File: config.mk
export PLATFORM = sky130hd
export DESIGN_NAME = gct_global_config
export DESIGN_NICKNAME = d
export VERILOG_FILES = /design/src/gct_pkg.sv /design/src/gct_global_config.sv
export VERILOG_INCLUDE_DIRS = /design/src
export SDC_FILE = /design/constraint.sdc
export NUM_CORES = 1
export LEC_CHECK = 0
export ABC_CLOCK_PERIOD_IN_PS = 1660
export BUFFER_PORTS_ARGS = -buffer_cell sky130_fd_sc_hd__buf_4
export CAP_MARGIN = 20
export CORE_AREA = 2 2 147 149
export CTS_CLUSTER_SIZE = 14
export DETAILED_ROUTE_END_ITERATION = 10
export DIE_AREA = 0 0 149 151
export PLACE_DENSITY = 0.82
export SLEW_MARGIN = 10
export SYNTH_ARGS = -nofsm -noshare
export SYNTH_HDL_FRONTEND = slang
export SYNTH_SLANG_ARGS = --single-unit
export TNS_END_PERCENT = 30
File: constraint.sdc
create_clock -name clock -period 1.66 [get_ports clock]
set_input_delay 0.166 -clock clock [delete_from_list [all_inputs] [get_ports clock]]
set_output_delay 0.166 -clock clock [all_outputs]
set_load 0.02 [all_outputs]
File: src/gct_params.svh
// constants of the global configuration / test loop register bank
// assumes a 32-bit apb slave with word-aligned byte addresses
// Summary of operation
// - bits 30:28 pick the queue that takes all system interrupt vectors.
// - bits 26:24 pick the queue that takes all port interrupt vectors.
// - breakout bit 23 swaps the chosen port's pins onto the test pins.
// - breakout releases port tri-state, overrides port setup and sync monitor.
// - monitor enable low shows port zero's transmit clock if unchannelized.
// - monitor enable high drives the chosen framer's sync pulse to its pin.
// - five-bit field 20:16 picks framer 0..27, only while monitoring.
// - remote loop bit 15 loops one channel's receive data into its transmit.
// - five-bit field 12:8 picks the port switched to the test pins.
// - eight-bit field 7:0 picks the channel for the remote loop.
// - bits 19:16 of the second register hold the burst code, reset 00090000.
// - enabled channels drop frames whose length is at most the minimum.
// - a minimum length of zero turns the small-frame check off.
`ifndef GCT_PARAMS_SVH
`define GCT_PARAMS_SVH

`define GCT_ADDR_W          12
`define GCT_OFF_QUEUE_LOOP  12'h044
`define GCT_OFF_BURST_MIN   12'h048
`define GCT_RST_QUEUE_LOOP  32'h0000_0000
`define GCT_RST_BURST_MIN   32'h0009_0000
`define GCT_MASK_QUEUE_LOOP 32'h77DF_9FFF
`define GCT_MASK_BURST_MIN  32'h000F_3F00

`define GCT_SYS_QUEUE_HI  30
`define GCT_SYS_QUEUE_LO  28
`define GCT_PORT_QUEUE_HI 26
`define GCT_PORT_QUEUE_LO 24
`define GCT_BREAKOUT    23
`define GCT_MONITOR     22
`define GCT_FRAMER_HI   20
`define GCT_FRAMER_LO   16
`define GCT_LOOP_EN     15
`define GCT_BPORT_HI    12
`define GCT_BPORT_LO    8
`define GCT_LCHAN_HI    7
`define GCT_LCHAN_LO    0
`define GCT_BURST_HI    19
`define GCT_BURST_LO    16
`define GCT_MIN_LEN_HI  13
`define GCT_MIN_LEN_LO  8

`define GCT_NUM_PORTS   28
`define GCT_LAST_PORT   5'h1B

`endif

File: src/gct_pkg.sv
// types shared by the global configuration / test loop register bank
// assumes gct_params.svh for all numeric constants
package gct_pkg;
  typedef logic [2:0]  gct_queue_t;
  typedef logic [4:0]  gct_port_t;
  typedef logic [7:0]  gct_chan_t;
  typedef logic [3:0]  gct_burst_t;
  typedef logic [5:0]  gct_minlen_t;
  typedef logic [27:0] gct_ports_t;
endpackage

File: src/gct_global_config.sv
// configuration registers for queues, test breakout, monitors, loop and frame length
// assumes an apb3 master on clock; port and test pins come from outside and
// are synchronised here, framer pulses and channel streams are on clock
//
// Design decision made here: register access over APB.
`timescale 1ns/1ps
`default_nettype none
`include "gct_params.svh"

module gct_global_config (
  input  wire logic                   clock,
  input  wire logic                   sys_rst,
  input  wire logic                   ce,
  input  wire logic [11:0]            paddr,
  input  wire logic                   psel,
  input  wire logic                   penable,
  input  wire logic                   pwrite,
  input  wire logic [31:0]            pwdata,
  output logic      [31:0]            prdata,
  output logic                        pready,
  output logic                        pslverr,
  output gct_pkg::gct_queue_t         systemVectorQueueSel,
  output gct_pkg::gct_queue_t         portVectorQueueSel,
  output logic                        testBreakoutEn,
  output gct_pkg::gct_port_t          breakoutPortSel,
  output gct_pkg::gct_ports_t         portSetupOverride,
  input  wire gct_pkg::gct_ports_t    portRxPin,
  input  wire gct_pkg::gct_ports_t    portTxCore,
  input  wire gct_pkg::gct_ports_t    portTxCoreEn,
  output gct_pkg::gct_ports_t         portTxPin,
  output gct_pkg::gct_ports_t         portTxPinOeN,
  input  wire logic                   testRxPin,
  output logic                        testTxPin,
  input  wire logic                   port0TxClockPin,
  input  wire logic                   port0Unchannelized,
  output logic                        txClockMonitorPin,
  input  wire gct_pkg::gct_ports_t    framerSyncPulse,
  output logic                        syncPulseOutPin,
  output logic                        remoteLoopEn,
  output gct_pkg::gct_chan_t          loopedChannelSel,
  input  wire logic                   rxChanValid,
  input  wire gct_pkg::gct_chan_t     rxChanId,
  input  wire logic [7:0]             rxChanByte,
  input  wire logic                   txChanReq,
  input  wire gct_pkg::gct_chan_t     txChanId,
  input  wire logic [7:0]             txChanCore,
  output logic [7:0]                  txChanByte,
  output logic                        txChanLooped,
  output gct_pkg::gct_burst_t         txFetchBurstCode,
  input  wire logic                   frameEndValid,
  input  wire logic                   smallFrameDropEn,
  input  wire logic [15:0]            frameLen,
  output gct_pkg::gct_minlen_t        minFrameBytes,
  output logic                        frameDrop
);

  // frame is too short when check is on and length does not exceed the minimum
  function automatic logic tooShort(input logic [15:0] len, input gct_pkg::gct_minlen_t minLen);
    tooShort = (minLen != 6'h00) && (len <= {10'h000, minLen});
  endfunction

  // a port or framer number is legal only up to the last port
  function automatic logic inRange(input gct_pkg::gct_port_t idx);
    inRange = (idx <= `GCT_LAST_PORT);
  endfunction

  logic [31:0]         queueLoop_q;
  logic [31:0]         burstMin_q;
  logic [31:0]         prdata_q;
  gct_pkg::gct_ports_t rxMeta_q;
  gct_pkg::gct_ports_t rxSync_q;
  logic                testMeta_q;
  logic                testSync_q;
  logic                clkMeta_q;
  logic                clkSync_q;
  gct_pkg::gct_ports_t portTx_q;
  gct_pkg::gct_ports_t portOeN_q;
  logic                testTx_q;
  logic                clkMon_q;
  logic                syncMon_q;
  logic [7:0]          loopByte_q;
  logic [7:0]          txByte_q;
  logic                txLooped_q;
  logic                frameDrop_q;

  wire                 setupPhase;
  wire                 accessPhase;
  wire                 hitQueueLoop;
  wire                 hitBurstMin;
  wire                 mapped;
  wire                 wrQueueLoop;
  wire                 wrBurstMin;
  wire [31:0]          readMux;
  wire                 breakout;
  wire                 monitorOn;
  gct_pkg::gct_port_t  bPort;
  gct_pkg::gct_port_t  framerSel;
  gct_pkg::gct_chan_t  loopChan;
  gct_pkg::gct_ports_t bSelect;
  gct_pkg::gct_ports_t portTx_d;
  gct_pkg::gct_ports_t portOeN_d;
  wire                 testTx_d;
  wire                 clkMon_d;
  wire                 syncMon_d;
  wire                 loopCapture;
  wire                 txLoopHit;

  // apb decode; the slave never stalls, so pready is tied high in the access phase
  assign setupPhase   = psel && !penable;
  assign accessPhase  = psel && penable;
  assign hitQueueLoop = (paddr == `GCT_OFF_QUEUE_LOOP);
  assign hitBurstMin  = (paddr == `GCT_OFF_BURST_MIN);
  assign mapped       = hitQueueLoop || hitBurstMin;
  assign wrQueueLoop  = ce && accessPhase && pwrite && hitQueueLoop;
  assign wrBurstMin   = ce && accessPhase && pwrite && hitBurstMin;
  assign readMux      = hitQueueLoop ? queueLoop_q :
                        hitBurstMin  ? burstMin_q  : 32'h0000_0000;
  assign pready       = 1'b1;
  assign pslverr      = accessPhase && !mapped;
  assign prdata       = prdata_q;

  // field views of the stored words
  assign systemVectorQueueSel = queueLoop_q[`GCT_SYS_QUEUE_HI:`GCT_SYS_QUEUE_LO];
  assign portVectorQueueSel   = queueLoop_q[`GCT_PORT_QUEUE_HI:`GCT_PORT_QUEUE_LO];
  assign breakout             = queueLoop_q[`GCT_BREAKOUT];
  assign bPort                = queueLoop_q[`GCT_BPORT_HI:`GCT_BPORT_LO];
  assign framerSel            = queueLoop_q[`GCT_FRAMER_HI:`GCT_FRAMER_LO];
  assign loopChan             = queueLoop_q[`GCT_LCHAN_HI:`GCT_LCHAN_LO];
  assign testBreakoutEn       = breakout;
  assign breakoutPortSel      = bPort;
  assign remoteLoopEn         = queueLoop_q[`GCT_LOOP_EN];
  assign loopedChannelSel     = loopChan;
  assign txFetchBurstCode     = burstMin_q[`GCT_BURST_HI:`GCT_BURST_LO];
  assign minFrameBytes        = burstMin_q[`GCT_MIN_LEN_HI:`GCT_MIN_LEN_LO];

  // breakout wins over the sync monitor enable
  assign monitorOn = queueLoop_q[`GCT_MONITOR] && !breakout;

  // one-hot of the port switched to the test pins; an out-of-range number picks none
  genvar gp;
  generate
    for (gp = 0; gp < `GCT_NUM_PORTS; gp = gp + 1) begin : g_port
      assign bSelect[gp] = breakout && (bPort == 5'(gp));
      assign portTx_d[gp] = bSelect[gp] ? testSync_q : portTxCore[gp];
      // the selected port drives regardless of its own enable
      assign portOeN_d[gp] = !(bSelect[gp] || portTxCoreEn[gp]);
    end
  endgenerate

  assign portSetupOverride = bSelect;
  assign testTx_d  = (breakout && inRange(bPort)) ? rxSync_q[bPort] : 1'b0;

  // the clock is resampled at 100 MHz, so only slow clocks show faithfully
  assign clkMon_d  = !queueLoop_q[`GCT_MONITOR] && port0Unchannelized
                     && clkSync_q;
  assign syncMon_d = monitorOn && inRange(framerSel)
                     && framerSyncPulse[framerSel];

  // a single-entry loop buffer is enough since only one channel loops
  assign loopCapture = remoteLoopEn && rxChanValid && (rxChanId == loopChan);
  assign txLoopHit   = remoteLoopEn && txChanReq && (txChanId == loopChan);

  assign portTxPin         = portTx_q;
  assign portTxPinOeN      = portOeN_q;
  assign testTxPin         = testTx_q;
  assign txClockMonitorPin = clkMon_q;
  assign syncPulseOutPin   = syncMon_q;
  assign txChanByte        = txByte_q;
  assign txChanLooped      = txLooped_q;
  assign frameDrop         = frameDrop_q;

  // register file; fixed-zero positions are masked off on write
  always_ff @(posedge clock) begin
    if (sys_rst) begin
      queueLoop_q <= `GCT_RST_QUEUE_LOOP;
    end else if (wrQueueLoop) begin
      queueLoop_q <= pwdata & `GCT_MASK_QUEUE_LOOP;
    end
  end

  always_ff @(posedge clock) begin
    if (sys_rst) begin
      burstMin_q <= `GCT_RST_BURST_MIN;
    end else if (wrBurstMin) begin
      burstMin_q <= pwdata & `GCT_MASK_BURST_MIN;
    end
  end

  // read data is latched in the setup phase and stands through the access phase
  always_ff @(posedge clock) begin
    if (sys_rst) begin
      prdata_q <= 32'h0000_0000;
    end else if (ce && setupPhase) begin
      prdata_q <= pwrite ? 32'h0000_0000 : readMux;
    end
  end

  // two-flop synchronisers for everything arriving on pins
  always_ff @(posedge clock) begin
    if (sys_rst) begin
      rxMeta_q <= 28'h000_0000;
      rxSync_q <= 28'h000_0000;
    end else if (ce) begin
      rxMeta_q <= portRxPin;
      rxSync_q <= rxMeta_q;
    end
  end

  always_ff @(posedge clock) begin
    if (sys_rst) begin
      testMeta_q <= 1'b0;
      testSync_q <= 1'b0;
    end else if (ce) begin
      testMeta_q <= testRxPin;
      testSync_q <= testMeta_q;
    end
  end

  always_ff @(posedge clock) begin
    if (sys_rst) begin
      clkMeta_q <= 1'b0;
      clkSync_q <= 1'b0;
    end else if (ce) begin
      clkMeta_q <= port0TxClockPin;
      clkSync_q <= clkMeta_q;
    end
  end

  // pin outputs; ports stay tri-stated after reset until enabled
  always_ff @(posedge clock) begin
    if (sys_rst) begin
      portTx_q <= 28'h000_0000;
    end else if (ce) begin
      portTx_q <= portTx_d;
    end
  end

  always_ff @(posedge clock) begin
    if (sys_rst) begin
      portOeN_q <= 28'hFFF_FFFF;
    end else if (ce) begin
      portOeN_q <= portOeN_d;
    end
  end

  always_ff @(posedge clock) begin
    if (sys_rst) begin
      testTx_q <= 1'b0;
    end else if (ce) begin
      testTx_q <= testTx_d;
    end
  end

  always_ff @(posedge clock) begin
    if (sys_rst) begin
      clkMon_q <= 1'b0;
    end else if (ce) begin
      clkMon_q <= clkMon_d;
    end
  end

  always_ff @(posedge clock) begin
    if (sys_rst) begin
      syncMon_q <= 1'b0;
    end else if (ce) begin
      syncMon_q <= syncMon_d;
    end
  end

  // remote channel loop buffer and transmit substitution
  always_ff @(posedge clock) begin
    if (sys_rst) begin
      loopByte_q <= 8'h00;
    end else if (ce && loopCapture) begin
      loopByte_q <= rxChanByte;
    end
  end

  always_ff @(posedge clock) begin
    if (sys_rst) begin
      txByte_q <= 8'h00;
    end else if (ce && txChanReq) begin
      txByte_q <= txLoopHit ? loopByte_q : txChanCore;
    end
  end

  always_ff @(posedge clock) begin
    if (sys_rst) begin
      txLooped_q <= 1'b0;
    end else if (ce) begin
      txLooped_q <= txLoopHit;
    end
  end

  // small-frame drop decision, one pulse per dropped frame
  always_ff @(posedge clock) begin
    if (sys_rst) begin
      frameDrop_q <= 1'b0;
    end else if (ce) begin
      frameDrop_q <= frameEndValid && smallFrameDropEn
                     && tooShort(frameLen, minFrameBytes);
    end
  end

endmodule

`default_nettype wire

==> impl_metrics.csv <==
group,metric,value,unit
status,status,"complete, but fails checks",
status,failed_checks,"setup timing",
timing,slew_headroom,57.8,%
cts,clk_latency,0.51,ns
worst_setup_path,cp_num_buf_inv,3,
worst_setup_path,end_kind,"primary output",
detailed_routing,drc,0,
timing,rsz0062_at_grt,"true",
timing,finalCritPeriodShare,119,%
placement,detailed_place_hpwl,23600,um
worst_setup_path,crit_path_frequent_cell,"buf_6",
floorplan,fp.dieH,151,um
placement,dp_cells,1547,
timing,maxSlewViolCount,0,
cts,cts_buffers,22,
power_and_ir_drop,peakVddDrop,0.000809,V
timing,fin_tns_setup,-5.79,ns
worst_setup_path,cp.arrival,1.80,ns
worst_setup_path,startpoint,"queueLoop_q[8]$_SDFFE_PP0P_",
floorplan,ios,379,
min_path,min_path_type,"input port to register",
worst_setup_path,max_stage_delay,0.35,ns
power_and_ir_drop,p_leak,6.85,nW
worst_setup_path,worstSetupStartpointType,"register",
logic_synthesis,ys_seq_elements,202,
timing,hold_viol_final,0,
detailed_routing,first_pass_iters,8,
detailed_routing,drtIter0Drc,668,
placement,placed_cell_area,12300,sq um
logic_synthesis,synth-async-reset-ratio,0,%
cts,tritoncts,"yes",
floorplan,die-area,22500,sq um
global_routing,grt_pass1_vias,10100,
timing,min_period,1.97,ns
global_routing,grt_max_degree,79,
floorplan,chipWidth,149,um
worst_setup_path,r2r_start,"burstMin_q[9]$_SDFFE_PP0P_",
power_and_ir_drop,power_density,773,nW/um^2
placement,gp_congestion,0.916,
layout,stdcell_area,15000,sq um
detailed_routing,routedWlPerCell,22.9,um
worst_setup_path,r2r_end,"frameDrop$_SDFFE_PP0P_",
timing,setup_viol,38,
logic_synthesis,netlist_instances,931,
layout,drive_above_1_share,41.2,%
cts,clock_sinks,202,
floorplan,initial_core_util,42.4,%
logic_synthesis,synth_ff_type,"dfxtp_1",
global_routing,grt.total_usage,32.6,%
detailed_routing,postRouteAntennaNets,0,
placement,io_buffers,369,
worst_setup_path,cpMaxStageDelayCell,"dfxtp_2",
job,cap_violations,0,
global_routing,grt_overflow,0,
logic_synthesis,synth_top_area_cell,"dfxtp_1",
timing,max_slew.worst_pin.slew,0.632,ns
worst_setup_path,worstPathRequired,1.49,ns
logic_synthesis,yosys_warnings,0,
logic_synthesis,synth.yosys.seq_area_share,45.8,%
floorplan,row_count,53,
cts,cts.clk_slew.worst_paths,0.06,ns
worst_setup_path,worst-path-stages,6,
detailed_routing,vias_per_cell,5.67,
worst_setup_path,crit_type,"register to primary output",
layout,antenna_cells,0,
worst_setup_path,r2r_slack,-0.16,ns
worst_setup_path,endpoint,"portSetupOverride[1]",
layout,fin_cells,1758,
cts,clockBufferDepth,3,
cts,cts-root-buf,"clkbuf_16",
logic_synthesis,yosys.area.top_type_share,45.8,%
global_routing,antenna_found_initial,0,
global_routing,grt_pass1_wl,56600,um
logic_synthesis,synth.distinct_cells,53,
timing,max_freq,508,MHz
detailed_routing,routed_wl,40300,um
cts,htreeDepth,1,
worst_setup_path,cp_cell_sequence,"buf_6, nor2b_4, nand2_1, buf_6, nor2_4, buf_6",
worst_setup_path,critPathTopFamily,"buffers and inverters",
detailed_routing,num_vias,9974,
layout,areaGrowthSynthToFinish,70.3,%
logic_synthesis,avgSynthCellArea,9.48,sq um
worst_setup_path,reg2reg_depth,7,
worst_setup_path,cp_max_fo,7,
timing,worst_slack,-0.307,ns
timing,finalClockSkew,0.00997,ns
floorplan,core,20800,sq um
logic_synthesis,synth_edf_count,0,
logic_synthesis,synthesis.area,8830,sq um
logic_synthesis,synthTopCellsByArea,"dfxtp_1 (46%), mux2i_1 (15%), nor2_1 (8.5%)",
layout,layout.nets,1690,
how the worst min path moves through the flow:
stage	cells past startpoint	slack (ns)	startpoint	to
6_report	3	0.02	txChanCore[5]	txChanByte[5]$_SDFFE_PP0P_
5_1_grt	3	0.03	txChanCore[0]	txChanByte[0]$_SDFFE_PP0P_
4_1_cts	3	0.002	portTxCore[20]	portTxPin[20]$_SDFFE_PP0P_
3_5_place_dp	2	0.36	portTxCoreEn[23]	portTxPinOeN[23]$_SDFFE_PP1P_
3_3_place_gp	2	0.35	portTxCoreEn[17]	portTxPinOeN[17]$_SDFFE_PP1P_
2_1_floorplan	1	0.27	portTxCoreEn[0]	portTxPinOeN[0]$_SDFFE_PP1P_
tightest hold or removal path, cell delays in order:
cell and delay (ns):
buf_4 0.07, mux2i_1 0.06, a211oi_1 0.18
registers in the layout (all words and copies together) (netlist names):
register,cells
burstMin_q,10
clkMeta_q,1
clkSync_q,1
frameDrop,1
loopByte_q,8
portTxPin,28
portTxPinOeN,28
prdata,28
queueLoop_q,27
rxMeta_q,28
rxSync_q,28
syncPulseOutPin,1
testMeta_q,1
testSync_q,1
testTxPin,1
txChanByte,8
txChanLooped,1
txClockMonitorPin,1
synthesized netlist by cell type (2+ instances only):
| master | n |
|---|---|
| mux4_2 | 8 |
| nand2_1 | 35 |
| a211oi_1 | 11 |
| a21oi_1 | 33 |
| nor2_1 | 199 |
| buf_2 | 13 |
| nand3_1 | 8 |
| o21ai_0 | 25 |
| xor2_1 | 8 |
| a311oi_1 | 26 |
| nor4_4 | 4 |
| nand3b_1 | 8 |
| o21ai_1 | 2 |
| ha_1 | 6 |
| inv_1 | 10 |
| o211ai_1 | 2 |
| nand2b_1 | 5 |
| nor4_1 | 4 |
| buf_4 | 27 |
| buf_6 | 4 |
| dfxtp_1 | 202 |
| nand4_1 | 8 |
| mux2i_1 | 133 |
| o31ai_1 | 28 |
| a22oi_1 | 19 |
| clkbuf_1 | 48 |
| buf_1 | 4 |
| or3_1 | 3 |
| conb_1 | 2 |
| a222oi_1 | 9 |
| nor2b_1 | 4 |
| nor4_2 | 2 |
| a211o_1 | 2 |
| a41oi_1 | 2 |
| xnor2_1 | 9 |
cells in the final DEF, fill, tap and decap left out, types with 22 or more instances in the layout:
cell	count
nand2_1	31
nor2_1	173
dlygate4sd3_1	122
buf_4	429
mux2i_1	131
buf_6	41
clkbuf_16	22
nor2_4	26
a21oi_1	33
dfxtp_1	184
o21ai_0	24
o31ai_1	28
metal layers:
metal	GRT usage (%)	share of wire (%)	vias up
met3	8.92	9.4	228
met5	1.14	0	-
met2	56.5	48	652
met1	34.6	34	4729
li1	-	-	4365
met4	22.2	8.1	0
stage by stage:
stage	worst slack, ns	power, mW	hold WS, ns	utilization (%)
3_3_place_gp	-0.109	6.53	0.353	59.0
4_1_cts	-0.239	11.5	0.00219	70.7
6_report	-0.307	11.6	0.0237	72.2
5_1_grt	-0.347	12.0	0.0336	72.2
2_1_floorplan	-0.0781	5.82	0.269	-
3_5_place_dp	-0.138	6.56	0.357	59.0
cell families (layout without fill, tap and decap cells):
| group | count (synthesis) | after routing | synth area share [%] |
|---|---|---|---|
| adder cells (fa/ha/maj) | 6 | 6 | 0.850 |
| AND/OR/NAND/NOR | 292 | 292 | 15.3 |
| flip-flops | 202 | 202 | 45.8 |
| multiplexers | 142 | 142 | 17.2 |
| AO/OA/AOI/OAI | 163 | 163 | 12.9 |
| buffers and inverters | 107 | 656 | 6.22 |
| XOR/XNOR | 17 | 17 | 1.69 |
| other | 2 | 5 | 0.0851 |
timing repair:
action | in CTS | in global routing
buffers inserted | 28 | 22
hold buffers | 122 | 0
endpoints found under the hold margin | 134 | 0
cloned | 0 | 0
pin swaps | 32 | 26
resized for setup | 82 | 34
endpoints found under the setup margin | 53 | 54
where the power goes:
| part | internal, mW | total (mW) | switching [mW] |
|---|---|---|---|
| clock network | 2.74 | 4.78 | 2.04 |
| registers | 5.01 | 5.14 | 0.121 |
| logic | 0.895 | 1.71 | 0.815 |
| total | 8.65 | 11.6 | 2.98 |
area by class of cell:
class	instances	area [sq um]
inverters	11	41.3
repair buffers	605	5170
fillers	1313	5780
well taps	275	344
multi-input cells	625	4700
clock inverters	5	42.5
flip-flops and latches	202	4080
clock buffers	35	659
Power figures use the tool's default switching activity.
